### config.mk
export PLATFORM = sky130hd
export DESIGN_NAME = wrc_top
export DESIGN_NICKNAME = d
export VERILOG_FILES = /design/src/wrc_top.v
export VERILOG_INCLUDE_DIRS = /design/src
export SDC_FILE = /design/constraint.sdc
export NUM_CORES = 1
export LEC_CHECK = 0
export BUFFER_PORTS_ARGS = -buffer_cell sky130_fd_sc_hd__buf_4
export CORE_MARGIN = 2
export CORE_UTILIZATION = 51
export CTS_CLUSTER_DIAMETER = 100
export DETAILED_ROUTE_END_ITERATION = 12
export PLACE_DENSITY_LB_ADDON = 0.12
export SYNTH_ARGS = -nofsm -noshare
export SYNTH_HDL_FRONTEND = slang
export SYNTH_SLANG_ARGS = --single-unit
### constraint.sdc
create_clock -name i_core_clk -period 1.7 [get_ports i_core_clk]
set_clock_uncertainty 0.1 [all_clocks]
set_input_delay 0.34 -clock i_core_clk [delete_from_list [all_inputs] [get_ports i_core_clk]]
set_output_delay 0.34 -clock i_core_clk [all_outputs]
set_load 0.02 [all_outputs]
### src/wrc_regs.vh
// Constants for the wake rate configuration block: offsets, fields, resets.
// Assumes the includer uses 8-bit register offsets and 8-bit data.
`ifndef WRC_REGS_VH
`define WRC_REGS_VH

// ============================================================
// Register offsets
`define WRC_OFS_RATE        8'h11
`define WRC_OFS_PWR         8'h1C
`define WRC_OFS_WINDOW      8'h29

// ============================================================
// Reset values
`define WRC_RST_RATE        8'h00
`define WRC_RST_PWR         8'h00
`define WRC_RST_WINDOW      8'h00
`define WRC_RST_HIDDEN      8'h00

// ============================================================
// Field positions of the rate select register and the power register
`define WRC_CODE_MSB        3
`define WRC_CODE_LSB        0
`define WRC_SEL_MSB         6
`define WRC_SEL_LSB         4
`define WRC_PWR_MSB         2
`define WRC_PWR_LSB         0

// ============================================================
// Power mode encodings of the low power-mode field
`define WRC_PM_ULP          3'h3
`define WRC_PM_LP           3'h0
`define WRC_PM_PREC         3'h4

// ============================================================
// Shadow selector codes
`define WRC_SEL_OFF         3'h0
`define WRC_SEL_BIAS        3'h1
`define WRC_SEL_SFPICK      3'h2
`define WRC_SEL_AFPICK      3'h3
`define WRC_SEL_SDIV_LO     3'h4
`define WRC_SEL_SDIV_HI     3'h5
`define WRC_SEL_ADIV_LO     3'h6
`define WRC_SEL_ADIV_HI     3'h7

// ============================================================
// Rate code of the software-defined rate
`define WRC_CODE_SOFT       4'hF

`endif

### src/wrc_top.v
// Wake rate configuration register bank with shadow tuning registers.
// Assumes a single-cycle register port: read data appear one cycle after
// the read strobe, and strobes never overlap.
`timescale 1ns/1ps
`include "wrc_regs.vh"

module wrc_top (
    // Clock and reset
    input  wire        i_core_clk,
    input  wire        i_rst_b,
    // Register port
    input  wire [7:0]  i_addr,
    input  wire [7:0]  i_wdata,
    input  wire        i_wr,
    input  wire        i_rd,
    output reg  [7:0]  o_rdata,
    // Effective wake rate
    output reg  [10:0] o_wake_rate_hz,
    output reg         o_rate_valid,
    output reg         o_soft_rate,
    output reg         o_manual_mode,
    // Shadow tuning values
    output reg  [3:0]  o_activity_bias_nibble,
    output reg  [3:0]  o_sampling_bias_nibble,
    output reg  [4:0]  o_sampling_freq_pick,
    output reg  [4:0]  o_activity_freq_pick,
    output reg  [15:0] o_sampling_clk_div,
    output reg  [15:0] o_activity_clk_div,
    // Ordinary window value when manual mode is off
    output reg  [7:0]  o_window_value
);

    // ============================================================
    // Rate table lookup: returns {valid, rate in Hz}.
    // Undefined codes return invalid and zero so downstream logic can hold
    // its previous rate instead of running at a random one.
    function [11:0] rate_lookup;
        input [2:0] pm;
        input [3:0] code;
        begin
            rate_lookup = 12'h000;
            case (pm)
                `WRC_PM_ULP: begin
                    case (code)
                        4'h6: rate_lookup = {1'b1, 11'd25};
                        4'h7: rate_lookup = {1'b1, 11'd50};
                        4'h8: rate_lookup = {1'b1, 11'd100};
                        4'h9: rate_lookup = {1'b1, 11'd190};
                        4'hA: rate_lookup = {1'b1, 11'd380};
                        4'hB: rate_lookup = {1'b1, 11'd750};
                        4'hC: rate_lookup = {1'b1, 11'd1100};
                        4'hF: rate_lookup = {1'b1, 11'd1300};
                        default: rate_lookup = 12'h000;
                    endcase
                end
                `WRC_PM_LP: begin
                    case (code)
                        4'h5: rate_lookup = {1'b1, 11'd14};
                        4'h6: rate_lookup = {1'b1, 11'd28};
                        4'h7: rate_lookup = {1'b1, 11'd54};
                        4'h8: rate_lookup = {1'b1, 11'd105};
                        4'h9: rate_lookup = {1'b1, 11'd210};
                        4'hA: rate_lookup = {1'b1, 11'd400};
                        4'hB: rate_lookup = {1'b1, 11'd600};
                        4'hF: rate_lookup = {1'b1, 11'd750};
                        default: rate_lookup = 12'h000;
                    endcase
                end
                `WRC_PM_PREC: begin
                    case (code)
                        4'h5: rate_lookup = {1'b1, 11'd14};
                        4'h6: rate_lookup = {1'b1, 11'd28};
                        4'h7: rate_lookup = {1'b1, 11'd55};
                        4'h8: rate_lookup = {1'b1, 11'd80};
                        4'hF: rate_lookup = {1'b1, 11'd100};
                        default: rate_lookup = 12'h000;
                    endcase
                end
                default: rate_lookup = 12'h000;
            endcase
        end
    endfunction

    // ============================================================
    // Register state
    reg  [6:0]  rate_reg;
    reg  [7:0]  pwr_reg;
    reg  [7:0]  window_reg;
    reg  [7:0]  shadow_reg [1:7];
    wire [2:0]  shadow_select;
    wire [3:0]  rate_code;
    wire [2:0]  pwr_mode;
    wire        wr_rate;
    wire        wr_pwr;
    wire        wr_win;
    wire [11:0] rate_next;
    reg  [7:0]  rdata_next;
    integer     k;

    assign shadow_select = rate_reg[`WRC_SEL_MSB:`WRC_SEL_LSB];
    assign rate_code     = rate_reg[`WRC_CODE_MSB:`WRC_CODE_LSB];
    assign pwr_mode      = pwr_reg[`WRC_PWR_MSB:`WRC_PWR_LSB];
    assign wr_rate       = i_wr && (i_addr == `WRC_OFS_RATE);
    assign wr_pwr        = i_wr && (i_addr == `WRC_OFS_PWR);
    assign wr_win        = i_wr && (i_addr == `WRC_OFS_WINDOW);
    assign rate_next     = rate_lookup(pwr_mode, rate_code);

    // ============================================================
    // Register writes
    always @(posedge i_core_clk or negedge i_rst_b) begin
        if (!i_rst_b) begin
            rate_reg   <= 7'h00;
            pwr_reg    <= `WRC_RST_PWR;
            window_reg <= `WRC_RST_WINDOW;
            for (k = 1; k <= 7; k = k + 1) begin
                shadow_reg[k] <= `WRC_RST_HIDDEN;
            end
        end else begin
            if (wr_rate) begin
                rate_reg <= i_wdata[6:0];
            end
            if (wr_pwr) begin
                pwr_reg <= i_wdata;
            end
            if (wr_win) begin
                if (shadow_select == `WRC_SEL_OFF) begin
                    window_reg <= i_wdata;
                end else begin
                    shadow_reg[shadow_select] <= i_wdata;
                end
            end
        end
    end

    // ============================================================
    // Read mux; unmapped offsets read as zero.
    always @* begin
        rdata_next = 8'h00;
        case (i_addr)
            `WRC_OFS_RATE:   rdata_next = {1'b0, rate_reg};
            `WRC_OFS_PWR:    rdata_next = pwr_reg;
            `WRC_OFS_WINDOW: begin
                if (shadow_select == `WRC_SEL_OFF) begin
                    rdata_next = window_reg;
                end else if (shadow_select == `WRC_SEL_SFPICK ||
                             shadow_select == `WRC_SEL_AFPICK) begin
                    rdata_next = {3'h0, shadow_reg[shadow_select][4:0]};
                end else begin
                    rdata_next = shadow_reg[shadow_select];
                end
            end
            default: rdata_next = 8'h00;
        endcase
    end

    // ============================================================
    // Registered outputs. The rate settles one cycle after a write, which
    // keeps every output straight from a flip-flop.
    always @(posedge i_core_clk or negedge i_rst_b) begin
        if (!i_rst_b) begin
            o_rdata                <= 8'h00;
            o_wake_rate_hz         <= 11'h000;
            o_rate_valid           <= 1'b0;
            o_soft_rate            <= 1'b0;
            o_manual_mode          <= 1'b0;
            o_activity_bias_nibble <= 4'h0;
            o_sampling_bias_nibble <= 4'h0;
            o_sampling_freq_pick   <= 5'h00;
            o_activity_freq_pick   <= 5'h00;
            o_sampling_clk_div     <= 16'h0000;
            o_activity_clk_div     <= 16'h0000;
            o_window_value         <= 8'h00;
        end else begin
            o_rdata        <= i_rd ? rdata_next : 8'h00;
            o_wake_rate_hz <= rate_next[10:0];
            o_rate_valid   <= rate_next[11];
            o_soft_rate    <= (rate_code == `WRC_CODE_SOFT);
            o_manual_mode  <= (shadow_select != `WRC_SEL_OFF);
            o_activity_bias_nibble <= shadow_reg[`WRC_SEL_BIAS][7:4];
            o_sampling_bias_nibble <= shadow_reg[`WRC_SEL_BIAS][3:0];
            o_sampling_freq_pick   <= shadow_reg[`WRC_SEL_SFPICK][4:0];
            o_activity_freq_pick   <= shadow_reg[`WRC_SEL_AFPICK][4:0];
            o_sampling_clk_div <= {shadow_reg[`WRC_SEL_SDIV_HI],
                                   shadow_reg[`WRC_SEL_SDIV_LO]};
            o_activity_clk_div <= {shadow_reg[`WRC_SEL_ADIV_HI],
                                   shadow_reg[`WRC_SEL_ADIV_LO]};
            o_window_value <= window_reg;
        end
    end

endmodule // wrc_top

==> flow_summary.json <==
{
  "wl_met2_mm": 7.30,
  "number_of_input_and_output_port_buffers_inserted": 99,
  "antenna_found_initial": 0,
  "crit_path_cell_trace": "or2_4 -> nor2_4 -> nand4_4 -> mux2_4",
  "synth_top_flop_cell": "sky130_fd_sc_hd__dfrtp_1",
  "detailed_place.area_um2": 7530,
  "r2r.worst_path.cells": 4,
  "timing.fmax_mhz": 582,
  "cp-endpoint": "window_reg[6]",
  "slew-limit-headroom_pct": 70.9,
  "startpoint_of_the_worst_setup_timing_path": "rate_reg[5]",
  "cts.root.buffer_cell": "sky130_fd_sc_hd__clkbuf_16",
  "worstReg2RegEnd": "window_reg[6]",
  "critPathBufInv": 0,
  "synth_top_cells_by_area": "sky130_fd_sc_hd__dfrtp_1, sky130_fd_sc_hd__mux2_2, sky130_fd_sc_hd__nand4_4",
  "postSynthCellCount": 440,
  "path_clk_slew_ns": 0.06,
  "floorplan.io_pins": 100,
  "routed_via_density": 5.60,
  "drtPass1Iterations": 4,
  "leakagePower_nw": 4.31,
  "met3_wirelength_um": 884,
  "timing.final.ws_setup_ns": -0.0173,
  "wire_length_of_the_first_global_routing_pass_mm": 23.9,
  "final_cycle_utilization_of_the_critical_path_pct": 101,
  "failed_checks": "setup timing",
  "finish.net_count": 624,
  "gp_congestion": 0.843,
  "synthesis.yosys.warnings": 0,
  "synth_top_area_share_pct": 61.5,
  "cts_made_buffers": 17,
  "worst_slew_pin_slew_ns": 0.436,
  "worst-endpoint-arrival_ns": 1.92,
  "ir_worst_vdd_v": 0.000765,
  "timing.setup.critical_path_class": "flop to flop",
  "tritoncts_clock_tree": "built",
  "async_reset_ff_share_pct": 100,
  "grt_setup_unrepaired": "true",
  "yosysSeqAreaShare_pct": 61.5,
  "crit_required_ns": 1.91,
  "vias": 4248,
  "grt_start_max_net_pins": 57,
  "htree_levels": 4,
  "placed_cells_incl_taps": 717,
  "post-synth-top-count-cell": "sky130_fd_sc_hd__dfrtp_1",
  "min_delay_path_depth": 2,
  "postSynthNetCount": 464,
  "cp.depth": 4,
  "total_inserted_antenna_cells": 0,
  "final_area_um2": 8420,
  "area_of_the_core_um2": 12000,
  "floorplan.die.height_um": 114,
  "syn_to_final_growth_pct": 35.3,
  "status": "finished with violations",
  "power_mw": 8.08,
  "die-area_um2": 13100,
  "slowest_delay_ns": 0.46,
  "yosysUniqueCellTypes": 58,
  "initial_drt_markers": 262,
  "endpoints_failing_setup": 3,
  "fillers": 805,
  "timing.rr.start": "rate_reg[5]",
  "clockBufferDepth": 2,
  "grt.total_usage_pct": 24.8,
  "top_signal_layer_used": "met4",
  "die_x_um": 114,
  "timing.critical_path.max_delay_family": "simple AND/OR/NAND/NOR gates",
  "worst_setup_path_end_kind": "flop",
  "post-route-min-period_ns": 1.72,
  "maxCapViolations": 0,
  "final_layout_size_suffix_gt1_share_pct": 53.3,
  "timing.critical_path.from_type": "flop",
  "post-dp-hpwl_mm": 10.6,
  "timing_hold_violations_final": 0,
  "first_global_vias": 4326,
  "final_core_util_pct": 70.4,
  "power_density_nw_per_um2": 959,
  "met1_length_mm": 7.03,
  "remaining_drc_errors": 0,
  "clock_sinks": 153,
  "number_of_enable_flip_flop_cells_after_synthesis": 0,
  "final-max-slew-violation-count": 0,
  "r2r_setup_slack_ns": -0.02,
  "critical_path_fanout_max": 8,
  "min_path_type": "input port to flop",
  "initial_core_util_pct": 52.1,
  "insertion_delay_ns": 0.42,
  "syn_area_per_cell_um2": 14.1,
  "max_ffs_per_register": 50,
  "yosysTopAreaCell": "sky130_fd_sc_hd__dfrtp_1",
  "synth_commonest_cells": "sky130_fd_sc_hd__dfrtp_1, sky130_fd_sc_hd__mux2_2, sky130_fd_sc_hd__nand2_1, sky130_fd_sc_hd__nor2_1, sky130_fd_sc_hd__a21oi_1",
  "ant_nets": 0,
  "holdWs_ns": 0.111,
  "slowest_stage": "sky130_fd_sc_hd__dfrtp_2",
  "layoutNonFillerInstCount": 759,
  "grt-ovfl-total": 0,
  "synth_seq_cells": 153,
  "syn_area_um2": 6230,
  "fp-row-count": 40,
  "detail_route.wirelength_mm": 15.5,
  "wl_per_cell_um": 20.5
}
==> logic make-up (layout without fill, tap and decap cells) <==
logic type | after synthesis | after routing | share of synthesized area, %
flops | 153 | 153 | 61.5
mux | 89 | 89 | 16.3
fa+ha+maj | 4 | 4 | 0.804
simple gates | 83 | 83 | 10.3
compound gates | 74 | 74 | 8.32
buf+inv | 37 | 209 | 2.83
==> placed cells by master, fill, tap and decap left out, drive strengths merged, types with 8 or more instances in the layout <==
| master | Yosys | routed |
|---|---|---|
| nor2 | 15 | 15 |
| inv | 10 | 11 |
| a21oi | 13 | 13 |
| nand2 | 15 | 15 |
| dfrtp | 153 | 153 |
| nand4 | 8 | 8 |
| o21ai | 12 | 12 |
| mux2 | 77 | 77 |
| clkbuf | 8 | 21 |
| buf | 19 | 166 |
| mux2i | 10 | 10 |
==> per-stage QoR <==
step	TNS (ns)	setup WS, ns
after detailed placement	-5.18	-0.152
final	-0.0231	-0.0173
after global routing	-0.211	-0.0440
after CTS	0	0.000600
after global placement	-4.77	-0.146
after floorplan	0	0.00341
==> routing by layer <==
metal / up-vias / global-route usage, %
li1: 1928 / -
met1: 2156 / 35.0
met2: 145 / 37.0
met3: 19 / 5.93
met4: 0 / 10.2
met5: - / 0
==> power by group <==
| part | leakage (nW) | total, mW | switching (mW) | internal (mW) |
|---|---|---|---|---|
| logic | 1.91 | 0.681 | 0.382 | 0.299 |
| clock network | 0.274 | 3.67 | 1.44 | 2.22 |
| registers | 2.13 | 3.73 | 0.0369 | 3.69 |
| total | 4.31 | 8.08 | 1.86 | 6.22 |
==> worst min path at each step <==
stage / start / to
final: i_wdata[7] / shadow_reg[15]
after global placement: i_rst_b / o_rdata[1]
after detailed placement: i_rst_b / o_rdata[1]
after CTS: i_wdata[7] / shadow_reg[15]
after floorplan: i_rst_b / o_activity_bias_nibble[0]
after global routing: i_wdata[7] / shadow_reg[31]
==> area by class of cell <==
type	count	area [µm²]	area share [%]
Clock inverter	11	123	1.46
Timing Repair Buffer	168	1380	16.4
Multi-Input combinational cell	250	2410	28.6
Inverter	10	37.5	0.446
Clock buffer	20	457	5.42
Sequential cell	153	3830	45.5
Tap cell	147	184	2.18
==> what timing repair did <==
item,in CTS,in global routing
cloned,0,1
pin swaps,5,11
gates resized for setup,13,33
setup endpoints to repair,16,27
hold endpoints to repair,30,0
setup buffers,5,4
hold buffers,1,0
Power figures use the tool's default switching activity.
